--- src/shared/reset_ctrl_pkg.sv ---
// Shared constants and carriers for the reset source controller.
// Assumes a single 40 MHz system clock and an APB register master.
package reset_ctrl_pkg;

	// ------------------------------------------------------------
	// Timing
	// ------------------------------------------------------------
	localparam int CLOCK_MHZ      = 40;   // System clock rate
	localparam int PIN_PULSE_NS   = 400;  // Least reset pin low time
	localparam int PIN_PULSE_CYC  =
		(PIN_PULSE_NS * CLOCK_MHZ + 999) / 1000; // Rounded up
	localparam int OSC_SETTLE_NS  = 1000; // Extra wait, slow oscillator
	localparam int OSC_SETTLE_CYC =
		(OSC_SETTLE_NS * CLOCK_MHZ + 999) / 1000;
	localparam int DELAY_MIN_CYC  = 1;    // Shortest stretch
	localparam int DELAY_W        = 24;   // Delay counter width
	localparam int PIN_CNT_W      = 5;    // Pin filter counter width

	// ------------------------------------------------------------
	// Register map and fields
	// ------------------------------------------------------------
	localparam logic [11:0] STATUS_ADDR = 12'h000; // Cause flags
	localparam logic [11:0] LEVELS_ADDR = 12'h004; // Live state
	localparam int STATUS_W      = 8;
	localparam int FLAG_POWERON  = 0;
	localparam int FLAG_PIN      = 1;
	localparam int FLAG_BROWNOUT = 2;
	localparam int FLAG_WATCHDOG = 3;
	localparam int FLAG_SCAN     = 4;
	localparam int FLAG_N        = 5;     // Bits 7..5 read zero
	localparam logic [STATUS_W-1:0] STATUS_RESET = 8'h00;
	localparam logic [2:0] BROWNOUT_OFF = 3'h7; // Detector disabled
	localparam int CLOCK_SELECT_FUSE_SLOW_BIT = 3;    // Slow oscillator select

	// ------------------------------------------------------------
	// Carriers
	// ------------------------------------------------------------
	typedef struct packed {
		logic        psel;
		logic        penable;
		logic        pwrite;
		logic [11:0] paddr;
		logic [31:0] pwdata;
	} apb_req_type;

	typedef struct packed {
		logic [31:0] prdata;
		logic        pready;
		logic        pslverr;
	} apb_rsp_type;

	// Asynchronous source levels, in bit order of the sync chain
	typedef struct packed {
		logic scanResetHold; // Scan-chain reset register holds one
		logic brownoutLow;   // Detector: supply under trigger
		logic pinResetN;     // External reset pin, low active
		logic poweronLow;    // Detector: supply under threshold
	} async_src_type;

	// Idle levels: no source active, pin high. The sync chain resets
	// here so that leaving bench reset shows no false pin low.
	localparam async_src_type SRC_IDLE = '{1'b0, 1'b0, 1'b1, 1'b0};

	typedef struct packed {
		logic [2:0] brownoutLevelFuse;
		logic [1:0] startupTimeFuse;
		logic [3:0] clockSelectFuse;
	} fuse_type;

	typedef enum logic [1:0] {
		ST_RUN,     // Processor running
		ST_HOLD,    // A source is active
		ST_STRETCH  // Delay counter running
	} seq_state_type;

endpackage

--- src/hw/reset_source_controller.sv ---
// Reset source controller: merges five reset sources, stretches the
// internal reset, and records the cause in a status register on APB.
// Assumes analog detectors, pin and scan register arrive unsynchronised
// and the watchdog time-out arrives as a pulse on the system clock.
`timescale 1ns/100ps

module reset_source_controller
#(
	parameter int STARTUP_SHORT_US = 4,     // Short start-up time
	parameter int STARTUP_LONG_US  = 64000  // Long start-up time
)
(
	input  wire logic                       clock,     // 40 MHz clock
	input  wire logic                       sys_rst,   // Sync reset
	input  wire reset_ctrl_pkg::apb_req_type apbReq,   // APB request
	output      reset_ctrl_pkg::apb_rsp_type apbRsp,   // APB answer
	input  wire reset_ctrl_pkg::async_src_type srcIn,  // Async sources
	input  wire logic                       wdTimeout, // Watchdog expiry
	input  wire logic                       wdEnable,  // Watchdog on
	input  wire reset_ctrl_pkg::fuse_type   fuses,     // Fuse settings
	output      logic                       ioReset,   // Port reset
	output      logic                       cpuReset,  // Core reset
	output      logic                       vectorLoad // Fetch vector
);
	import reset_ctrl_pkg::*;

	// ------------------------------------------------------------
	// Derived counts
	// ------------------------------------------------------------
	localparam int SHORT_CYC = STARTUP_SHORT_US * CLOCK_MHZ;
	localparam int LONG_CYC  = STARTUP_LONG_US * CLOCK_MHZ;

	// ------------------------------------------------------------
	// Declarations
	// ------------------------------------------------------------
	async_src_type         syncA;      // First stage, metastable
	async_src_type         syncB;      // Second stage
	async_src_type         syncC;      // Third stage
	async_src_type         lvl;        // Agreed source levels
	logic [PIN_CNT_W-1:0]  pinCount;   // Pin low duration
	logic                  pinLong;    // Pin low long enough
	logic                  brownoutEn; // Detector enabled by fuse
	logic                  brownoutOn; // Brownout source active
	logic                  wdPulse;    // One-cycle watchdog reset
	logic                  anySource;  // Any synced source active
	logic                  asyncSrc;   // Raw sources, for ports
	seq_state_type         state;      // Sequencer state
	seq_state_type         next_state; // Its next value
	logic [DELAY_W-1:0]    delayCount; // Stretch countdown
	logic [STATUS_W-1:0]   status;     // Cause flags
	logic [STATUS_W-1:0]   next_status;// Their next value
	logic                  apbAccess;  // Access phase, no answer yet
	logic                  apbDone;    // Transfer completes here
	logic                  statusWrite;// Status write completes

	// ------------------------------------------------------------
	// Delay selection
	// ------------------------------------------------------------
	// Start-up fuse picks the base wait; a slow oscillator on the
	// clock-select fuse adds settling time on top.
	function automatic logic [DELAY_W-1:0] delayCycles
	(
		input logic [1:0] startup_time_fuse,
		input logic [3:0] clock_select_fuse
	);
		logic [DELAY_W-1:0] base;
		base = DELAY_W'(DELAY_MIN_CYC);
		case (startup_time_fuse)
			2'h0:    base = DELAY_W'(DELAY_MIN_CYC);
			2'h1:    base = DELAY_W'(SHORT_CYC);
			default: base = DELAY_W'(LONG_CYC);
		endcase
		if (clock_select_fuse[CLOCK_SELECT_FUSE_SLOW_BIT])
		begin
			base = base + DELAY_W'(OSC_SETTLE_CYC);
		end
		// Never below one cycle
		if (base == '0)
		begin
			base = DELAY_W'(DELAY_MIN_CYC);
		end
		return base;
	endfunction

	// ------------------------------------------------------------
	// Source synchronisers
	// ------------------------------------------------------------
	// Three stages; a level counts once stages two and three agree,
	// so a single-cycle glitch at the pin is never taken.
	always_ff @(posedge clock)
	begin
		if (sys_rst)
		begin
			syncA <= SRC_IDLE;
			syncB <= SRC_IDLE;
			syncC <= SRC_IDLE;
		end
		else
		begin
			syncA <= srcIn;
			syncB <= syncA;
			syncC <= syncB;
		end
	end

	// Agreed levels per source
	always_ff @(posedge clock)
	begin
		if (sys_rst)
		begin
			lvl <= SRC_IDLE;
		end
		else
		begin
			for (int i = 0; i < $bits(async_src_type); i++)
			begin
				if (syncB[i] == syncC[i])
				begin
					lvl[i] <= syncC[i];
				end
			end
		end
	end

	// ------------------------------------------------------------
	// Pin pulse filter
	// ------------------------------------------------------------
	// Counts how long the agreed pin level stays low; the flag only
	// records pulses past the least width.
	always_ff @(posedge clock)
	begin
		if (sys_rst)
		begin
			pinCount <= '0;
		end
		else if (lvl.pinResetN)
		begin
			pinCount <= '0;
		end
		else if (!pinLong)
		begin
			pinCount <= pinCount + PIN_CNT_W'(1);
		end
	end

	assign pinLong = (pinCount == PIN_CNT_W'(PIN_PULSE_CYC));

	// ------------------------------------------------------------
	// Source merging
	// ------------------------------------------------------------
	assign brownoutEn = (fuses.brownoutLevelFuse != BROWNOUT_OFF);
	assign brownoutOn = brownoutEn & lvl.brownoutLow;
	assign wdPulse    = wdTimeout & wdEnable;

	// Five sources, any one holds the core
	assign anySource = lvl.poweronLow | ~lvl.pinResetN | brownoutOn |
		lvl.scanResetHold | wdPulse;

	// Raw levels for the clockless port path
	assign asyncSrc = srcIn.poweronLow | ~srcIn.pinResetN |
		(brownoutEn & srcIn.brownoutLow) | srcIn.scanResetHold;

	// ------------------------------------------------------------
	// Sequencer
	// ------------------------------------------------------------
	// Hold while any source stands, then stretch by the delay count.
	// A source coming back during the stretch restarts the hold.
	always_comb
	begin
		next_state = state;
		case (state)
			ST_RUN:
			begin
				if (anySource)
				begin
					next_state = ST_HOLD;
				end
			end
			ST_HOLD:
			begin
				// Watchdog pulse lasts one cycle, so hold lasts one cycle
				// and the stretch starts on the edge after it falls
				if (!anySource)
				begin
					next_state = ST_STRETCH;
				end
			end
			ST_STRETCH:
			begin
				if (anySource)
				begin
					next_state = ST_HOLD;
				end
				else if (delayCount == DELAY_W'(DELAY_MIN_CYC))
				begin
					next_state = ST_RUN;
				end
			end
			default:
			begin
				next_state = ST_HOLD;
			end
		endcase
	end

	// State register; system reset starts a full hold
	always_ff @(posedge clock)
	begin
		if (sys_rst)
		begin
			state <= ST_HOLD;
		end
		else
		begin
			state <= next_state;
		end
	end

	// Delay counter, loaded from the fuses on entry to stretch
	always_ff @(posedge clock)
	begin
		if (sys_rst)
		begin
			delayCount <= DELAY_W'(DELAY_MIN_CYC);
		end
		else if (next_state == ST_STRETCH && state != ST_STRETCH)
		begin
			delayCount <= delayCycles(fuses.startupTimeFuse,
				fuses.clockSelectFuse);
		end
		else if (state == ST_STRETCH)
		begin
			delayCount <= delayCount - DELAY_W'(1);
		end
	end

	// ------------------------------------------------------------
	// Reset outputs
	// ------------------------------------------------------------
	// Core reset is registered from the next state, so it changes on the same edge as the sequencer
	always_ff @(posedge clock)
	begin
		if (sys_rst)
		begin
			cpuReset <= 1'b1;
		end
		else
		begin
			cpuReset <= (next_state != ST_RUN);
		end
	end

	// Port reset sets straight from raw source levels, with no clock
	// needed; it lets go only with the clocked sequencer. Glitches on
	// the detectors can set it, which is the safe direction.
	always_ff @(posedge clock or posedge asyncSrc)
	begin
		if (asyncSrc)
		begin
			ioReset <= 1'b1;
		end
		else if (sys_rst)
		begin
			ioReset <= 1'b1;
		end
		else
		begin
			ioReset <= (next_state != ST_RUN);
		end
	end

	// One-cycle pulse at release: core fetches the reset vector
	always_ff @(posedge clock)
	begin
		if (sys_rst)
		begin
			vectorLoad <= 1'b0;
		end
		else
		begin
			vectorLoad <= (state != ST_RUN) &&
				(next_state == ST_RUN);
		end
	end

	// ------------------------------------------------------------
	// Cause flags
	// ------------------------------------------------------------
	assign apbAccess   = apbReq.psel & apbReq.penable & ~apbRsp.pready;
	assign apbDone     = apbReq.psel & apbReq.penable & apbRsp.pready;
	assign statusWrite = apbDone & apbReq.pwrite &
		(apbReq.paddr == STATUS_ADDR);

	// Software zeros clear, ones keep; any hardware set on the same
	// edge wins over the clear so no cause is lost.
	always_comb
	begin
		next_status = status;
		if (statusWrite)
		begin
			next_status[FLAG_N-1:0] = status[FLAG_N-1:0] &
				apbReq.pwdata[FLAG_N-1:0];
		end
		if (lvl.poweronLow)
		begin
			// Power-on wipes the other causes
			next_status[FLAG_SCAN:FLAG_PIN] = '0;
			next_status[FLAG_POWERON] = 1'b1;
		end
		else
		begin
			if (lvl.scanResetHold)
			begin
				next_status[FLAG_SCAN] = 1'b1;
			end
			if (wdPulse)
			begin
				next_status[FLAG_WATCHDOG] = 1'b1;
			end
			if (brownoutOn)
			begin
				next_status[FLAG_BROWNOUT] = 1'b1;
			end
			if (pinLong)
			begin
				next_status[FLAG_PIN] = 1'b1;
			end
		end
		next_status[STATUS_W-1:FLAG_N] = '0;
	end

	// Flag register
	always_ff @(posedge clock)
	begin
		if (sys_rst)
		begin
			status <= STATUS_RESET;
		end
		else
		begin
			status <= next_status;
		end
	end

	// ------------------------------------------------------------
	// APB slave
	// ------------------------------------------------------------
	// One wait state: pready rises the cycle after penable, with
	// data and error from flops. Unmapped addresses answer pslverr.
	always_ff @(posedge clock)
	begin
		if (sys_rst)
		begin
			apbRsp <= '0;
		end
		else if (apbAccess)
		begin
			apbRsp.pready  <= 1'b1;
			apbRsp.pslverr <= 1'b0;
			apbRsp.prdata  <= '0;
			if (apbReq.paddr == STATUS_ADDR)
			begin
				// Flags as they stand; read before clearing
				apbRsp.prdata[STATUS_W-1:0] <= status;
			end
			else if (apbReq.paddr == LEVELS_ADDR)
			begin
				// Live view of sources and sequencer
				apbRsp.prdata[0] <= lvl.poweronLow;
				apbRsp.prdata[1] <= ~lvl.pinResetN;
				apbRsp.prdata[2] <= lvl.brownoutLow;
				apbRsp.prdata[3] <= lvl.scanResetHold;
				apbRsp.prdata[4] <= brownoutEn;
				apbRsp.prdata[5] <= wdEnable;
				apbRsp.prdata[6] <= (state == ST_HOLD);
				apbRsp.prdata[7] <= (state == ST_STRETCH);
			end
			else
			begin
				apbRsp.pslverr <= 1'b1;
			end
		end
		else
		begin
			// Answer stands one cycle only
			apbRsp <= '0;
		end
	end

endmodule

--- config.mk ---
export PLATFORM = sky130hd
export DESIGN_NAME = reset_source_controller
export DESIGN_NICKNAME = d
export VERILOG_FILES = /design/src/shared/reset_ctrl_pkg.sv /design/src/hw/reset_source_controller.sv
export SDC_FILE = /design/constraint.sdc
export NUM_CORES = 1
export LEC_CHECK = 0
export BUFFER_PORTS_ARGS = -buffer_cell sky130_fd_sc_hd__buf_2
export CORE_UTILIZATION = 47
export CTS_BUF_LIST = sky130_fd_sc_hd__clkbuf_2
export CTS_CLUSTER_DIAMETER = 50
export DETAILED_ROUTE_END_ITERATION = 8
export HOLD_SLACK_MARGIN = 0.05
export PLACE_DENSITY = 0.79
export SYNTH_ARGS = -nofsm -noshare
export SYNTH_HDL_FRONTEND = slang
export SYNTH_SLANG_ARGS = --single-unit
--- constraint.sdc ---
create_clock -name clock -period 2.01 [get_ports clock]
set_clock_uncertainty 0.05 [all_clocks]
set_input_delay 0.5025 -clock clock [delete_from_list [all_inputs] [get_ports clock]]
set_output_delay 0.5025 -clock clock [all_outputs]
set_load 0.05 [all_outputs]
Word level (Yosys, flattened, before mapping) --
Index checks and enable logic that the tools add are counted.
Word-level totals: register bits after elaboration 92, bits in latches 0, bits in writable memories 0, ROM bits 0, input port bits 64, output and inout bits 37, logic and storage cells 113, memories kept 0
Operators by class: add/subtract/negate cells 3, multipliers 0, div/mod/pow operators 0, magnitude comparators 0, equality and inequality tests 13, shift operators 0, multiplexer cells 26, bitwise logic cells 20, reductions and logical operators 19
Operator list (count):
- $mux 24 | 8
- $pmux 22 s2 | 1
- $add 24x6->24 const B | 1
- $eq 24x1->1 const B | 1
- $logic_not 24->1 | 1
- $sub 24x1->24 const B | 1
- $mux 8 | 2
- $reduce_bool 2->1 | 8
- $eq 12x3->1 const B | 1
- $logic_not 12->1 | 1
- $mux 2 | 5
- $and 1x1->1 | 8
- $mux 1 | 8
- $or 1x1->1 | 7
- $logic_not 2->1 | 3
- $pmux 2 s3 | 1
- $reduce_or 2->1 | 3
- $add 5x1->5 const B | 1
- $and 5x5->5 | 1
- $eq 5x5->1 const B | 1
- $mux 5 | 1
- $eq 1x1->1 | 4
- $eq 2x1->1 const B | 2
- $eq 2x2->1 const B | 2
- other kinds (5) | 9

Depth between registers and ports, before layout --
depth after elaboration 18, depth in mapped cells 8, gate-level depth less buffers 7

Worst setup path after synthesis --
Ideal clock, no wire load.
path type input-to-reg, start point input port fuses[8] (netlist name), end point register delayCount[0], setup time 0.134 ns, arrival 1.855 ns, data required time 1.826 ns, path slack -0.030 ns, cell stages on the path 5, path buffers 0, cell sequence nand3_2 -> a221o_1 -> or2_4 -> and3_1 -> or4_1
On the way: cells in the longest elaborated chain, start to end 10, elaborated cells between the ends (all ways) 13, those cells by class eq/ne: 2; mux: 5; bitwise: 4; reduce/logical: 2
Ends and longest elaborated chain:
- from (decl) | line reset_source_controller.sv:20 | input wire reset_ctrl_pkg::fuse_type fuses,
- $ne 3x3->1 (*) | line reset_source_controller.sv:151 | assign brownoutEn = (fuses.brownoutLevelFuse != BROWNOUT_OFF);
- $and 1x1->1 (*) | line reset_source_controller.sv:152 | assign brownoutOn = brownoutEn & lvl.brownoutLow;
- $or 1x1->1 (*) (2 in a row) | line reset_source_controller.sv:156 | assign anySource = lvl.poweronLow | ~lvl.pinResetN | brownoutOn |
- $or 1x1->1 (*) | line reset_source_controller.sv:157 | lvl.scanResetHold | wdPulse;
- $mux 2 (on tied branches) | line reset_source_controller.sv:190, reset_source_controller.sv:174, reset_source_controller.sv:183
- $pmux 2 s3 (*) | line reset_source_controller.sv:171 | case (state)
- $eq 2x2->1 (*) | line reset_source_controller.sv:226 | else if (next_state == ST_STRETCH && state != ST_STRETCH)
- $logic_and 1x1->1 (*) | line reset_source_controller.sv:226
- $mux 24 / $reduce_bool 2->1 (equally long branches)
- to (signal assigned) | line reset_source_controller.sv:224 | delayCount <= DELAY_W'(DELAY_MIN_CYC);
- to (signal assigned) | line reset_source_controller.sv:228 | delayCount <= delayCycles(fuses.startupTimeFuse,
- to (signal assigned) | line reset_source_controller.sv:233 | delayCount <= delayCount - DELAY_W'(1);
- to (decl) | line reset_source_controller.sv:49 | logic [DELAY_W-1:0] delayCount;
Every way passes the cells marked *; elsewhere a longest branch is shown, timed or not. A chain may end at the register's enable or synchronous reset.

Worst setup path after layout --
start point register delayCount[1], end point register delayCount[22]
On the way: cells in the longest elaborated chain, start to end 7, elaborated cells between the ends (all ways) 10, those cells by class add/sub: 1; eq/ne: 2; mux: 5; reduce/logical: 2
Ends and longest elaborated chain:
- $eq 24x1->1 | line reset_source_controller.sv:194 | else if (delayCount == DELAY_W'(DELAY_MIN_CYC))
- $mux 2 | line reset_source_controller.sv:194
- $mux 2 | line reset_source_controller.sv:190 | if (anySource)
- $pmux 2 s3 | line reset_source_controller.sv:171
- $eq 2x2->1 | line reset_source_controller.sv:226
- $logic_and 1x1->1 | line reset_source_controller.sv:226
- $mux 24 / $reduce_bool 2->1 (equally long branches)
Parallel ways exist; a longest one is shown, timed or not. The select of a mux whose other input is x is not followed.

==> impl_metrics.toml <==
[run_status]
outcome = "complete, no violations"

[sta]
finalWorstSetupSlack_ns = 0.0555
finalSetupViolCount = 0
rsz0062_at_grt = "false"
period_share = 0.972
finalCriticalPeriod_ns = 1.95
maxSlewViolCount = 0
maxSlewHeadroom = 0.676
hold_viol_final = 0
fmax_mhz = 512
worst_slew_pin_slew_ns = 0.474

[power]
vdd_drop_max_mv = 0.362
power.total_mw = 2.52
leakagePower_nw = 1.47
power.density_nw_per_um2 = 723

[die]
die_y_um = 80.7
rows = 28
core_um2 = 5960
io_pins = 101
start_util = 0.489
die-width_um = 80.7
dieArea_um2 = 6510

[cells_and_area]
area_growth_pct = 19.8
drive_above_1_share = 0.294
nNetsFinal = 470
n_antenna_cell = 0
fill_cells = 547

[worst_setup_path]
cp.required_ns = 2.37
crit_type = "reg2reg"
worstSetupStartpointType = "flop"
crit_path_end_kind = "flop"
cp_cell_sequence = "inv_1, ha_2, and3b_2, and4_4, nand3_2, or4_4, a21oi_1"
critical_path.max_stage_delay_ns = 0.41
cp_slowest_cell = "or4_4"
cp_max_fo = 5
arrival_ns = 2.31

[yosys]
async_reset_ff_frac = 0.0154
synth_mux_area_frac = 0.0189
synth-xor-area-share = 0.0241
synth_top_area_frac = 0.440
netlist_top_cells_area = "dfxtp_1 44%, buf_4 6.4%, a21oi_1 5.2%"
seq_area_frac_synth = 0.449
synthAdderAreaFrac = 0.0258
yosysWarnings = 0
synth_area_leader_cell = "dfxtp_1"
synth_area_per_cell_um2 = 9.01
synthesis.area_um2 = 2910
yosys.area_share.simple = 0.250
ys.flop_type = "dfxtp_1"
synth_top_family_by_area = "simple AND/OR/NAND/NOR gates"
synth_enable_flop_cells = 0
synth_cell_types = 53
synth_compound_area_frac = 0.138
yosys_register_bits = 65
syn_inst = 323

[routing]
routed_via_density = 5.13
wl_per_cell_um = 12.8
dr_total_vias = 2463
totalWireLength_um = 6130
drt.antenna.violating_nets = 0
drt_iter0_drc = 103
route.detailed.drc = 0
drt_first_pass_iters = 4

[clocking]
cts_root_buf = "clkbuf_2"
cts.sinks = 65
cts_tree = "built"
cts-htree-levels = 3
cts.path.max_buffers = 2
cts.clk_slew.worst_paths_ns = 0.20
clk_latency_ns = 0.48
cts_buffers = 9

[grt]
grt_use_met3 = 0.0523
grt_util_met2 = 0.344
grt.met1_usage = 0.231
antenna_found_initial = 0
grt_use_total = 0.198
grt_pass1_vias = 2261
globalRouteOverflowTotal = 0
grt.busiest_layer = "met2"
grt_first_pass_wirelength_um = 9800
grt_max_degree = 42

[placement]
pre_cts_slack_ns = -0.164
place_congestion = 0.778
dp_hpwl_um = 4370
place.port_buffers = 46

[job]
maxCapViolCount = 0

[min_path]
hold_class = "in2reg"
report_power, final:
group	switching (mW)	internal (mW)
sequential	0.0455	1.34
combinational	0.291	0.176
clock	0.499	0.170
routing by layer:
metal,routed length [µm],up-vias
met1,2700,1127
met5,0,-
li1,-,1247
met3,310,10
met2,3000,79
met4,112,0
synth_stat cells, types with 6 or more instances:
master and count:
a21oi_1 30, buf_4 25, clkbuf_1 7, dfxtp_1 64
ha_1 6, inv_1 11, nand2_1 17, nand3_1 10
nor2_1 28, nor2b_1 10, nor3_1 17, nor4_1 7
o21ai_0 10
registers in the layout, summed over array words and instances, names as in the netlist, 2 cells and up:
register / count
lvl: 4
syncC: 4
status: 5
pinCount: 5
state: 2
syncA: 4
apbRsp: 10
delayCount: 24
syncB: 4
stage by stage:
step                setup TNS [ns]  instances  utilization  hold WS (ns)  area, µm²
CTS                              0        476        0.576         0.118       3430
global route                     0        480        0.585         0.104       3490
detailed placement           -1.77        458        0.555         0.360       3310
finish                           0        480        0.585         0.152       3490
global placement             -1.83        458        0.555         0.343       3310
floorplan                        0        346            -         0.339       3000
critical path: cells and delay by family (launching register included):
family | cells | cell delay [ns]
adder cells (fa/ha/maj) | 1 | 0.19
buffers and inverters | 1 | 0.11
AO/OA/AOI/OAI | 1 | 0.15
flip-flops | 1 | 0.37
AND/OR/NAND/NOR | 4 | 1.01
worst paths after layout:
path,slack [ns],start,end,cells past startpoint
setup reg to reg,0.06,delayCount[1],delayCount[22],7
min in group asynchronous,0.56,srcIn[1],ioReset,4
hold / removal,0.15,srcIn[1],syncA[1],2
setup / recovery,0.06,delayCount[1],delayCount[22],7
hold reg to reg,0.40,syncA[1],syncB[1],1
max in group asynchronous,0.79,srcIn[2],ioReset,4
cell families (layout without fill, tap and decap cells):
family / Yosys count / in the layout
other: 1 / 24
buffers and inverters: 46 / 105
DFF: 65 / 65
muxes: 5 / 5
AOI/OAI and AO/OA: 64 / 64
adders and majority gates: 6 / 6
xor gates and xnor gates: 8 / 8
and+or+nand+nor: 128 / 128
cell usage in the layout, fill, tap and decap left out, types with 10 or more instances in the layout:
cell / Yosys / routed
dfxtp_1: 64 / 62
nor3_1: 17 / 17
inv_1: 11 / 11
a21oi_1: 30 / 30
buf_4: 25 / 29
nand3_1: 10 / 10
nand2_1: 17 / 17
buf_2: 2 / 46
nor2_1: 28 / 28
o21ai_0: 10 / 10
conb_1: 1 / 24
nor2b_1: 10 / 10
timing repair:
action	CTS	global route
endpoints found under the setup margin	0	8
gates resized for setup	0	8
hold endpoints to repair	1	0
hold buffers	2	0
buffers inserted	0	4
cell type report:
class | count | area (µm²) | share of cell area
flip-flops and latches | 65 | 1310 | 0.377
repair buffers | 78 | 488 | 0.140
well taps | 75 | 93.8 | 0.0269
multi-input cells | 235 | 1450 | 0.416
inverters | 11 | 41.3 | 0.0118
clock buffers | 9 | 45.0 | 0.0129
clock inverters | 7 | 55.1 | 0.0158
Power figures use the tool's default switching activity.
